===== src/address_break_pkg.sv =====
// Purpose: shared constants and types for the address break comparator
// Assumes: 32-bit Avalon-MM slave, one register per aligned word
// Notes:   word offsets below are register indices, byte address is 4x
`default_nettype none
package address_break_pkg;
    localparam int ADDR_W = 24;
    localparam int DATA_W = 16;
    localparam int REG_IDX_W = 3;

    // register word indices
    localparam logic [2:0] OFS_CONTROL    = 3'h0;
    localparam logic [2:0] OFS_STATUS     = 3'h1;
    localparam logic [2:0] OFS_ADDRESS    = 3'h2;
    localparam logic [2:0] OFS_DATA       = 3'h3;
    localparam logic [2:0] OFS_INT_STATUS = 3'h4;
    localparam logic [2:0] OFS_INT_MASK   = 3'h5;

    // break_condition_control field positions
    localparam int RET_INT_EN_BIT = 7;
    localparam int CYCLE_SEL_LSB  = 5;
    localparam int ADDR_CMP_LSB   = 2;
    localparam int DATA_CMP_LSB   = 0;
    // break_status_enable field positions
    localparam int FLAG_BIT       = 7;
    localparam int ENABLE_BIT     = 6;
    // interrupt status / mask bit positions
    localparam int INT_BREAK_BIT  = 0;
    localparam int INT_RET_BIT    = 1;

    // reset values and the read value of the reserved status bits
    localparam logic [7:0]  CONTROL_RESET   = 8'h80;
    localparam logic [5:0]  STATUS_RESERVED = 6'h3f;
    localparam logic [23:0] ADDRESS_RESET   = 24'hffffff;
    localparam logic [15:0] DATA_RESET      = 16'h0000;

    // cycle-select codes
    localparam logic [1:0] SEL_FETCH = 2'h0;
    localparam logic [1:0] SEL_READ  = 2'h1;
    localparam logic [1:0] SEL_WRITE = 2'h2;
    localparam logic [1:0] SEL_RDWR  = 2'h3;
    // address-compare codes
    localparam logic [2:0] ACMP_24 = 3'h0;
    localparam logic [2:0] ACMP_20 = 3'h1;
    localparam logic [2:0] ACMP_16 = 3'h2;
    localparam logic [2:0] ACMP_12 = 3'h3;
    // data-compare codes
    localparam logic [1:0] DCMP_NONE = 2'h0;
    localparam logic [1:0] DCMP_LOW  = 2'h1;
    localparam logic [1:0] DCMP_HIGH = 2'h2;
    localparam logic [1:0] DCMP_FULL = 2'h3;

    typedef enum logic [1:0] {CYC_IDLE, CYC_FETCH, CYC_READ, CYC_WRITE}
        cycle_kind_t;
    typedef enum logic [1:0] {SPACE_ROM, SPACE_RAM, SPACE_IO8, SPACE_IO16}
        space_t;
    typedef enum logic {PH_WAIT, PH_ANSWER} bus_phase_t;
endpackage : address_break_pkg
`default_nettype wire


===== src/break_match_if.sv =====
// Purpose: carries break settings and the watched bus cycle to the matcher
// Assumes: one clock, synchronous reset
// Notes:   clk and rst are here only for the matcher's checks
`timescale 1ns/100ps
`default_nettype none
interface break_match_if;
    import address_break_pkg::*;
    logic        clk;
    logic        rst;
    logic [1:0]  cycleSel;
    logic [2:0]  addrSel;
    logic [1:0]  dataSel;
    logic [23:0] matchAddr;
    logic [15:0] matchData;
    cycle_kind_t kind;
    space_t      space;
    logic        wordAccess;
    logic [23:0] busAddr;
    logic [15:0] busData;
    logic        hit;

    modport cfg (output clk, rst, cycleSel, addrSel, dataSel, matchAddr,
                 matchData, kind, space, wordAccess, busAddr, busData,
                 input hit);
    modport cmp (input clk, rst, cycleSel, addrSel, dataSel, matchAddr,
                 matchData, kind, space, wordAccess, busAddr, busData,
                 output hit);
endinterface : break_match_if
`default_nettype wire


===== src/address_break.sv =====
// Purpose: address break comparator with Avalon-MM register slave
// Assumes: cpu bus cycle and instruction pulses are synchronous to clk
// Notes:   registers answer with waitrequest low one cycle after request
//
// Operation
// - clear bit masks interrupts one instruction after return
// - cycle select picks fetch, read, write, both
// - address compare 000 uses all 24 bits
// - 001/010/011 compare upper 20/16/12 bits
// - data compare 00 disables data check
// - 01 low byte, 10 high, 11 word
// - data lane follows access size and address
// - 8-bit i/o word access uses upper lane
// - matching cycle sets break flag
// - flag clears on zero write after reading one
// - enable bit gates break interrupt request
// - low six status bits read as one
// - 24-bit break address resets to all ones
// - request ignores cpu mask, taken after instruction
// - high byte upper lane, low byte lower
`timescale 1ns/100ps
`default_nettype none
module address_break (
    // clock and reset
    input  wire logic                                clk,
    input  wire logic                                sys_rst,
    // avalon-mm register slave
    input  wire logic [address_break_pkg::REG_IDX_W-1:0] avsAddress,
    input  wire logic                                avsRead,
    input  wire logic                                avsWrite,
    input  wire logic [31:0]                         avsWriteData,
    input  wire logic [3:0]                          avsByteEnable,
    output logic      [31:0]                         avsReadData,
    output logic                                     avsWaitRequest,
    // watched cpu bus cycle
    input  wire address_break_pkg::cycle_kind_t      cpuCycleKind,
    input  wire address_break_pkg::space_t           cpuSpace,
    input  wire logic                                cpuWordAccess,
    input  wire logic [address_break_pkg::ADDR_W-1:0] cpuAddr,
    input  wire logic [address_break_pkg::DATA_W-1:0] cpuData,
    // instruction progress
    input  wire logic                                cpuRetDone,
    input  wire logic                                cpuInstrDone,
    // requests to the cpu
    output logic                                     breakIrq,
    output logic                                     retIrqMask,
    output logic                                     irqOut
);
    import address_break_pkg::*;

    typedef struct packed {
        logic [7:0]  control;
        logic        flag;
        logic        enable;
        logic [23:0] addr;
        logic [15:0] data;
        logic        readArm;
        logic [1:0]  intStatus;
        logic [1:0]  intMask;
        logic        retMask;
        logic        breakIrq;
        logic        irqOut;
        bus_phase_t  phase;
        logic        waitReq;
        logic [31:0] readData;
    } state_t;

    state_t st_q;
    state_t st_d;

    logic        hit;
    logic        req;
    logic        commit;
    logic        wrCommit;
    logic        rdCommit;
    logic [31:0] wdata;
    logic [31:0] rdValue;
    logic [7:0]  statusView;

    break_match_if mIf ();

    // settings and watched cycle go to the comparator
    assign mIf.clk        = clk;
    assign mIf.rst        = sys_rst;
    assign mIf.cycleSel   = st_q.control[CYCLE_SEL_LSB +: 2];
    assign mIf.addrSel    = st_q.control[ADDR_CMP_LSB +: 3];
    assign mIf.dataSel    = st_q.control[DATA_CMP_LSB +: 2];
    assign mIf.matchAddr  = st_q.addr;
    assign mIf.matchData  = st_q.data;
    assign mIf.kind       = cpuCycleKind;
    assign mIf.space      = cpuSpace;
    assign mIf.wordAccess = cpuWordAccess;
    assign mIf.busAddr    = cpuAddr;
    assign mIf.busData    = cpuData;
    assign hit            = mIf.hit;

    break_matcher u_matcher (
        .m (mIf.cmp)
    );

    // a request commits only in the cycle waitrequest is seen low
    assign req      = avsRead || avsWrite;
    assign commit   = req && (st_q.phase == PH_ANSWER);
    assign wrCommit = commit && avsWrite;
    assign rdCommit = commit && avsRead;

    // byte enables keep the old contents of lanes not written
    always_comb begin
        wdata = rdValue;
        for (int i = 0; i < 4; i++) begin
            if (avsByteEnable[i]) begin
                wdata[8*i +: 8] = avsWriteData[8*i +: 8];
            end
        end
    end

    assign statusView = {st_q.flag, st_q.enable, STATUS_RESERVED};

    // read view of the addressed register; unmapped words read zero
    always_comb begin
        case (avsAddress)
            OFS_CONTROL:    rdValue = {24'h000000, st_q.control};
            OFS_STATUS:     rdValue = {24'h000000, statusView};
            OFS_ADDRESS:    rdValue = {8'h00, st_q.addr};
            OFS_DATA:       rdValue = {16'h0000, st_q.data};
            OFS_INT_STATUS: rdValue = {30'h0, st_q.intStatus};
            OFS_INT_MASK:   rdValue = {30'h0, st_q.intMask};
            default:        rdValue = 32'h00000000;
        endcase
    end

    // next state of the whole block
    always_comb begin
        st_d = st_q;

        // bus handshake: one wait cycle, then one answer cycle
        case (st_q.phase)
            PH_WAIT: begin
                if (req) begin
                    st_d.phase    = PH_ANSWER;
                    st_d.waitReq  = 1'b0;
                    st_d.readData = avsRead ? rdValue : 32'h00000000;
                end
            end
            PH_ANSWER: begin
                st_d.phase   = PH_WAIT;
                st_d.waitReq = 1'b1;
            end
            default: begin
                st_d.phase   = PH_WAIT;
                st_d.waitReq = 1'b1;
            end
        endcase

        // register writes; read-only and reserved bits are not stored
        if (wrCommit) begin
            case (avsAddress)
                OFS_CONTROL: st_d.control = wdata[7:0];
                OFS_STATUS:  st_d.enable  = wdata[ENABLE_BIT];
                OFS_ADDRESS: st_d.addr    = wdata[23:0];
                OFS_DATA:    st_d.data    = wdata[15:0];
                OFS_INT_STATUS: begin
                    // write one to clear
                    st_d.intStatus = st_q.intStatus & ~avsWriteData[1:0];
                end
                OFS_INT_MASK: st_d.intMask = wdata[1:0];
                default: begin
                end
            endcase
        end

        // arm the flag clear only after a read that returned it as one
        if (rdCommit && avsAddress == OFS_STATUS) begin
            st_d.readArm = st_q.readData[FLAG_BIT];
        end
        if (wrCommit && avsAddress == OFS_STATUS) begin
            st_d.readArm = 1'b0;
            if (st_q.readArm && avsByteEnable[0]
                && !avsWriteData[FLAG_BIT]) begin
                st_d.flag = 1'b0;
            end
        end

        // a match in the same cycle as a clear keeps the flag set
        if (hit) begin
            st_d.flag = 1'b1;
            st_d.intStatus[INT_BREAK_BIT] = 1'b1;
        end

        // one-instruction mask after return; a new return restarts it
        if (st_q.retMask && cpuInstrDone) begin
            st_d.retMask = 1'b0;
        end
        if (cpuRetDone && !st_q.control[RET_INT_EN_BIT]) begin
            st_d.retMask = 1'b1;
            st_d.intStatus[INT_RET_BIT] = 1'b1;
        end

        // request bypasses the cpu mask bit; cpu takes it after the
        // current instruction, so only the level is kept here
        st_d.breakIrq = st_d.flag && st_d.enable
                      && !st_d.retMask;
        st_d.irqOut   = |(st_d.intStatus & st_d.intMask);
    end

    // single state register
    always_ff @(posedge clk) begin
        if (sys_rst) begin
            st_q.control   <= CONTROL_RESET;
            st_q.flag      <= 1'b0;
            st_q.enable    <= 1'b0;
            st_q.addr      <= ADDRESS_RESET;
            st_q.data      <= DATA_RESET;
            st_q.readArm   <= 1'b0;
            st_q.intStatus <= 2'h0;
            st_q.intMask   <= 2'h0;
            st_q.retMask   <= 1'b0;
            st_q.breakIrq  <= 1'b0;
            st_q.irqOut    <= 1'b0;
            st_q.phase     <= PH_WAIT;
            st_q.waitReq   <= 1'b1;
            st_q.readData  <= 32'h00000000;
        end else begin
            st_q <= st_d;
        end
    end

    // outputs straight from the state register
    assign avsReadData    = st_q.readData;
    assign avsWaitRequest = st_q.waitReq;
    assign breakIrq       = st_q.breakIrq;
    assign retIrqMask     = st_q.retMask;
    assign irqOut         = st_q.irqOut;
endmodule : address_break
`default_nettype wire


===== src/break_matcher.sv =====
// Purpose: decides in one bus cycle whether the break condition holds
// Assumes: bus cycle fields are stable for the cycle they are valid in
// Notes:   purely combinational; the top registers the outcome
`timescale 1ns/100ps
`default_nettype none
module break_matcher (
    // settings and watched cycle
    break_match_if.cmp m
);
    import address_break_pkg::*;

    logic [23:0] addrMask;
    logic        addrOk;
    logic        kindOk;
    logic        lowerLane;
    logic        dataOk;

    // reserved selections keep the mask at zero and force a miss below
    always_comb begin
        case (m.addrSel)
            ACMP_24: addrMask = 24'hffffff;
            ACMP_20: addrMask = 24'hfffff0;
            ACMP_16: addrMask = 24'hffff00;
            ACMP_12: addrMask = 24'hfff000;
            default: addrMask = 24'h000000;
        endcase
    end

    assign addrOk = (m.addrSel[2] == 1'b0)
                  && ((m.busAddr & addrMask) == (m.matchAddr & addrMask));

    // cycle kind filter
    always_comb begin
        case (m.cycleSel)
            SEL_FETCH: kindOk = (m.kind == CYC_FETCH);
            SEL_READ:  kindOk = (m.kind == CYC_READ);
            SEL_WRITE: kindOk = (m.kind == CYC_WRITE);
            default:   kindOk = (m.kind == CYC_READ) || (m.kind == CYC_WRITE);
        endcase
    end

    // lower lane only for odd word access on a 16-bit path; an 8-bit i/o
    // register splits words into two upper-lane bytes
    assign lowerLane = m.wordAccess && m.busAddr[0]
                     && (m.space != SPACE_IO8);

    // byte compares only count when their lane really carries data
    always_comb begin
        case (m.dataSel)
            DCMP_NONE: dataOk = 1'b1;
            DCMP_LOW:  dataOk = lowerLane
                             && (m.busData[7:0] == m.matchData[7:0]);
            DCMP_HIGH: dataOk = !lowerLane
                             && (m.busData[15:8] == m.matchData[15:8]);
            default:   dataOk = (m.busData == m.matchData);
        endcase
    end

    assign m.hit = kindOk && addrOk && dataOk;
endmodule : break_matcher
`default_nettype wire


===== config.mk =====
export PLATFORM = sky130hd
export DESIGN_NAME = address_break
export DESIGN_NICKNAME = d
export VERILOG_FILES = /design/src/address_break_pkg.sv /design/src/break_match_if.sv /design/src/address_break.sv /design/src/break_matcher.sv
export SDC_FILE = /design/constraint.sdc
export NUM_CORES = 1
export LEC_CHECK = 0
export ABC_AREA = 1
export BUFFER_PORTS_ARGS = -buffer_cell sky130_fd_sc_hd__clkbuf_2
export CORE_MARGIN = 3
export CORE_UTILIZATION = 35
export CTS_CLUSTER_DIAMETER = 30
export DETAILED_ROUTE_END_ITERATION = 7
export PLACE_DENSITY = 0.69
export SETUP_SLACK_MARGIN = 0.02
export SLEW_MARGIN = 10
export SYNTH_ARGS = -nofsm -noshare
export SYNTH_HDL_FRONTEND = slang
export SYNTH_HIERARCHICAL = 1
export SYNTH_SLANG_ARGS = --single-unit

===== constraint.sdc =====
create_clock -name clk -period 4.1 [get_ports clk]
set_clock_uncertainty 0.2 [all_clocks]
set_input_delay 1.23 -clock clk [delete_from_list [all_inputs] [get_ports clk]]
set_output_delay 1.23 -clock clk [all_outputs]
set_load 0.01 [all_outputs]

Yosys cells after proc, flatten, opt, wreduce, memory -nomap -nowiden

Cells that the tools add are included.

Muxes and demuxes: 24
Reductions and logical operators: 34
Eq/ne operators: 21
Bitwise gates (word level): 7

Operators by type and width:

| kind                                                | number |
|---|---|
| one-hot mux 24 bit (6 select lines)                 | 1 |
| one-hot mux 24 bit (4 select lines)                 | 1 |
| AND 24 bit                                          | 2 |
| two-way mux 41 bit                                  | 1 |
| two-way mux 34 bit                                  | 1 |
| two-way mux 32 bit                                  | 1 |
| equality test 24 bit                                | 1 |
| two-way mux 24 bit                                  | 1 |
| two-way mux 8 bit                                   | 3 |
| logical AND 1 bit                                   | 18 |
| equality test 16 bit                                | 1 |
| equality test 8 bit                                 | 2 |
| two-way mux 16 bit                                  | 1 |
| equality test 3 x 2 -> 1 bit, second input constant | 4 |
| equality test 2 bit, second input constant          | 4 |
| two-way mux 1 bit                                   | 8 |
| AND reduction 2 bit                                 | 4 |
| equality test 2 x 1 -> 1 bit, second input constant | 3 |
| equality test 3 x 1 -> 1 bit, second input constant | 2 |
| equality test 3 bit, second input constant          | 2 |
| logical NOT 3 bit                                   | 2 |
| one-hot mux 1 bit (3 select lines)                  | 2 |
| AND 2 bit                                           | 2 |
| logical NOT 1 bit                                   | 4 |
| 9 further kinds                                     | 15 |

Output and inout bits: 36
Register bits after elaboration: 92
Word-level logic and storage cells: 100
Input bits: 90

Longest topological paths before layout

Depth in word-level cells: 10
Mapped depth: 14
Gate-level depth less buffers: 14

Hierarchy

The synthesis kept the hierarchy.

By module, submodules not included:

| module        | sequential area each (sq um) | times used | area each (sq um) | cells each |
|---|---|---|---|---|
| address_break | 1681.6                       | 1          | 3856.2            | 542 |
| break_matcher | 0.0                          | 1          | 829.5             | 195 |

Least setup slack after synthesis

OpenSTA, ideal clock, no wires.

Kind: input to register
Start point: input avsAddress[0] (netlist bit)
End point: register st_q (netlist bit mIf.matchAddr[12])
Stages on the path: 8
Required time: 3781 ps
Data arrival time: 2241 ps
Setup time: 119 ps
Slack: 1539 ps
Path buffers: 2
Cells stage by stage: buf_4 -> nor3_4 -> inv_2 -> nor2_4 -> inv_2 -> buf_6 -> a21oi_1 -> o21ai_1

Cells in the longest elaborated chain, start to end: 3
Elaborated cells on any way between the ends: 9
Classes of those cells: eq/ne (5); mux (2); reduce/logical (2)

Ends and longest elaborated chain:

| element                                     | line                 | text |
|---|---|---|
| start: declaration                          | address_break.sv:28  | `input wire logic [address_break_pkg::REG_IDX_W-1:0] avsAddress,` |
| equality test 3 bit (tied with other cells) | address_break.sv:121 | `case (avsAddress)` |
| one-hot mux 24 bit (6 select lines)         | address_break.sv:121 |  |
| two-way mux 8 bit                           | address_break.sv:111 | `if (avsByteEnable[i]) begin` |
| end signal: assignment                      | address_break.sv:224 | `st_q <= st_d;` |
| end: declaration                            | address_break.sv:68  | `state_t st_q;` |

Parallel ways exist; a longest one is shown, timed or not.
A chain may end at the register's enable or synchronous reset.

Worst setup path after layout

Start point: input avsAddress[0] (netlist bit)
End point: register st_q (netlist bit mIf.matchData[11])

Same word-level chain as after synthesis.

==> flow_summary_export.csv <==
group,metric,value,unit
run_status,outcome,"finished clean",
pwr,power_frac_comb,11.3,%
detailed_routing,detail_route.wirelength.met1,5910,um
yosys,synthesis.instances,737,
worst_setup_path,worstReg2RegStart,"mIf.matchData[5]",
clock_network,clock_transition_at_path_regs,0.06,ns
yosys,synth.most_common_cell,"sky130_fd_sc_hd__nand2_1",
yosys,synth.yosys.seq_area_share,35.9,%
pwr,max-vdd-ir-drop,0.203,mV
cells_and_area,fin_cells,986,
timing,worst_hold_slack,0.264,ns
worst_setup_path,critPathLaunchType,"primary input",
place,placement_stage_cell_area,0.00514,mm2
global_route,globalRouteTotalUtil,17.4,%
place,globalplace.congestion,0.855,
cells_and_area,postLayoutCellArea,0.00546,mm2
yosys,synth-main-ff-cell,"sky130_fd_sc_hd__dfxtp_1",
detailed_routing,remaining_drc_errors,0,
pwr,internal_power,1.44,mW
place,io_buffers,108,
place,placed_cells,970,
floorplanning,dieArea,0.0148,mm2
global_route,grt_pass1_wl,20400,um
clock_network,post_cts.repair.setup_buffers,0,
yosys,synth.top_cells.by_area,"sky130_fd_sc_hd__dfxtp_1 36%, sky130_fd_sc_hd__nand2_1 17%, sky130_fd_sc_hd__a21oi_1 8.0%",
detailed_routing,antenna_violating_nets_post_route,0,
pwr,power_leakage,2.81,nW
clock_network,htreeDepth,3,
clock_network,cts.sink_count,84,
clock_network,cts.repair.resized,0,
pwr,power_frac_clock,45.2,%
yosys,mappedNetlistArea,0.00469,mm2
timing,worst-slew-pin-transition,0.744,ns
cells_and_area,fillCellCount,1412,
worst_setup_path,timing.critical_path.mode_cell,"sky130_fd_sc_hd__nand2_1",
pwr,power.density_cell_area,354,mW/mm2
timing,timing.final.crit_share,64.4,%
global_route,grt.overflow.total,0,
floorplanning,initial_core_util,36.4,%
pwr,total_power,1.93,mW
yosys,synth_edf_count,0,
yosys,synthTopCellsByCount,"211 x sky130_fd_sc_hd__nand2_1, 84 x sky130_fd_sc_hd__dfxtp_1, 84 x sky130_fd_sc_hd__inv_1",
yosys,yosysWarnings,6,
yosys,syn_avg_cell_area,6.36,um2
cells_and_area,area_of_the_multi_input_gates,0.00232,mm2
detailed_routing,routed_wire_length_per_instance,13.0,um
cells_and_area,antenna_cells_inserted,0,
worst_setup_path,timing.critical_path.from,"avsAddress[0]",
worst_setup_path,path_class,"primary input to flop",
clock_network,cts.path.max_buffers,2,
worst_setup_path,required,4.17,ns
clock_network,cts_made_buffers,9,
cells_and_area,final_net_count,899,
floorplanning,die-height,122,um
worst_setup_path,crit_path_end_kind,"flop",
worst_hold_path,hold_path.class,"flop to flop",
worst_hold_path,timing.hold.worst.start,"avsReadData[16]",
global_route,via_count_of_the_first_global_routing_pass,4170,
worst_setup_path,critPathArrivalTime,2.71,ns
floorplanning,fp.coreArea,0.0129,mm2
yosys,synth_seq_cells,84,
clock_network,cts_hold_repair.buffers,0,
floorplanning,floorplan.rows,41,
worst_setup_path,path_cells,"clkbuf_2 > nand2_1 > nor2_1 > buf_4 > nand2_1 > inv_2 > o21ai_0 > a21oi_1",
timing,relSlewSlack,50.3,%
floorplanning,die_width,122,um
detailed_routing,routed_length_on_met3,1070,um
timing,finalCriticalPeriod,2.64,ns
timing,clock.fmax,0.379,GHz
timing,finalSetupViolCount,0,
clock_network,clk-insertion-delay-late,0.34,ns
place,dp.final_hpwl,9650,um
pwr,power.switching_fraction,25.3,%
yosys,netlist.top_cell.by_area,"sky130_fd_sc_hd__dfxtp_1",
run,max_cap_viol_count,0,
detailed_routing,via_count,4617,
clock_network,cts_tree,"yes",
timing,finalHoldViolCount,0,
detailed_routing,met2WireLength,5710,um
worst_setup_path,max_stage_delay_cell_worst_path,"sky130_fd_sc_hd__inv_2",
detailed_routing,highest_metal_layer_with_signal_wires,"met5",
cells_and_area,area_growth,16.4,%
yosys,synth_top_area_share,35.9,%
timing,post_route_setup_tns,0,ns
detailed_routing,drtIter0Drc,257,
detailed_routing,vias_per_cell,4.68,
cells_and_area,post_route_cells_drive_above_1_share,18.1,%
detailed_routing,detail_route.wirelength,12800,um
floorplanning,design.portCount,126,
pwr,power.sequential.fraction,43.6,%
timing,rsz0062_at_grt,"false",
global_route,antenna_found_initial,1,
pwr,total_switching_power,0.488,mW
timing,final-max-slew-violation-count,0,
clock_network,clock-root-buffer,"sky130_fd_sc_hd__clkbuf_16",
detailed_routing,detail_route.first_pass.iterations,5,
worst_setup_path,critical_path.max_stage_delay,0.39,ns
yosys,async_flop_share,0,%
yosys,synth.distinct_cells,27,
global_route,grt_start_max_net_pins,58,
cells_and_area,footprint_of_the_flip_flops_and_latches,0.00168,mm2
worst_setup_path,worstPathMaxFanout,26,
[stage by stage]
step	setup WS [ns]	utilization (%)
global route	1.22	42.4
floorplan	1.54	-
global placement	1.13	39.9
CTS	1.47	42.4
finish	1.46	42.4
detailed placement	1.12	39.9
[cell families after synthesis]
group,after synthesis,synth area share [%]
compound gates,152,17.4
xor+xnor,12,2.24
buf+inv,149,15.2
flops,84,35.9
other cells,1,0.0800
simple gates,339,29.2
[layout by cell type, fill, tap and decap left out, types with 4 or more instances in the layout]
cell type / n
sky130_fd_sc_hd__conb_1: 8
sky130_fd_sc_hd__clkbuf_16: 9
sky130_fd_sc_hd__inv_2: 5
sky130_fd_sc_hd__nand3_1: 24
sky130_fd_sc_hd__o21bai_1: 9
sky130_fd_sc_hd__o221ai_1: 8
sky130_fd_sc_hd__xnor2_1: 5
sky130_fd_sc_hd__o21ai_0: 46
sky130_fd_sc_hd__nor2_1: 82
sky130_fd_sc_hd__o21ai_1: 13
sky130_fd_sc_hd__nand2_1: 211
sky130_fd_sc_hd__a21oi_1: 75
sky130_fd_sc_hd__inv_1: 84
sky130_fd_sc_hd__dfxtp_1: 84
sky130_fd_sc_hd__xor2_1: 7
sky130_fd_sc_hd__clkbuf_2: 108
sky130_fd_sc_hd__buf_4: 6
sky130_fd_sc_hd__nand4_1: 4
sky130_fd_sc_hd__or2_2: 7
[final cells by class]
type	count	area share, %
multi-input combinational	511	42.6
sequential	84	30.8
timing repair buffer	114	10.7
inverter	89	6.12
clock buffer	10	4.20
tap	172	3.94
clock inverter	6	1.61
[final timing paths]
kind / endpoint / slack (ns) / depth (start not counted)
max: mIf.matchData[11] / 1.46 / 8
min reg2reg: avsReadData[16] / 0.26 / 2
min: avsReadData[16] / 0.26 / 2
max reg2reg: breakIrq / 2.16 / 12
[flip-flops by register name, summed over array words and instances, names as in the netlist]
register / count
retIrqMask: 1
mIf.cycleSel: 2
st_q: 9
mIf.matchAddr: 24
avsWaitRequest: 1
irqOut: 1
mIf.dataSel: 2
avsReadData: 24
mIf.matchData: 16
mIf.addrSel: 3
breakIrq: 1
[routing by layer]
| metal | vias to the layer above | GRT usage, % |
|---|---|---|
| li1 | 2433 | - |
| met1 | 2017 | 22.8 |
| met2 | 154 | 27.9 |
| met3 | 11 | 5.71 |
| met4 | 2 | 4.06 |
| met5 | - | 0 |
[critical path: cells and delay by family]
kind	cells	cell delay, ns
AND/OR/NAND/NOR	3	0.36
AO/OA/AOI/OAI	2	0.30
buffers and inverters	3	0.79
[power by group through the flow]
stage	logic [mW]	registers [mW]	clock network, mW
6_report	0.218	0.842	0.873
5_1_grt	0.245	0.844	0.931
4_1_cts	0.218	0.842	0.894
3_5_place_dp	0.216	0.860	0
3_3_place_gp	0.215	0.860	0
2_1_floorplan	0.144	0.858	0
No activity file was read; power rests on OpenSTA's default activity.
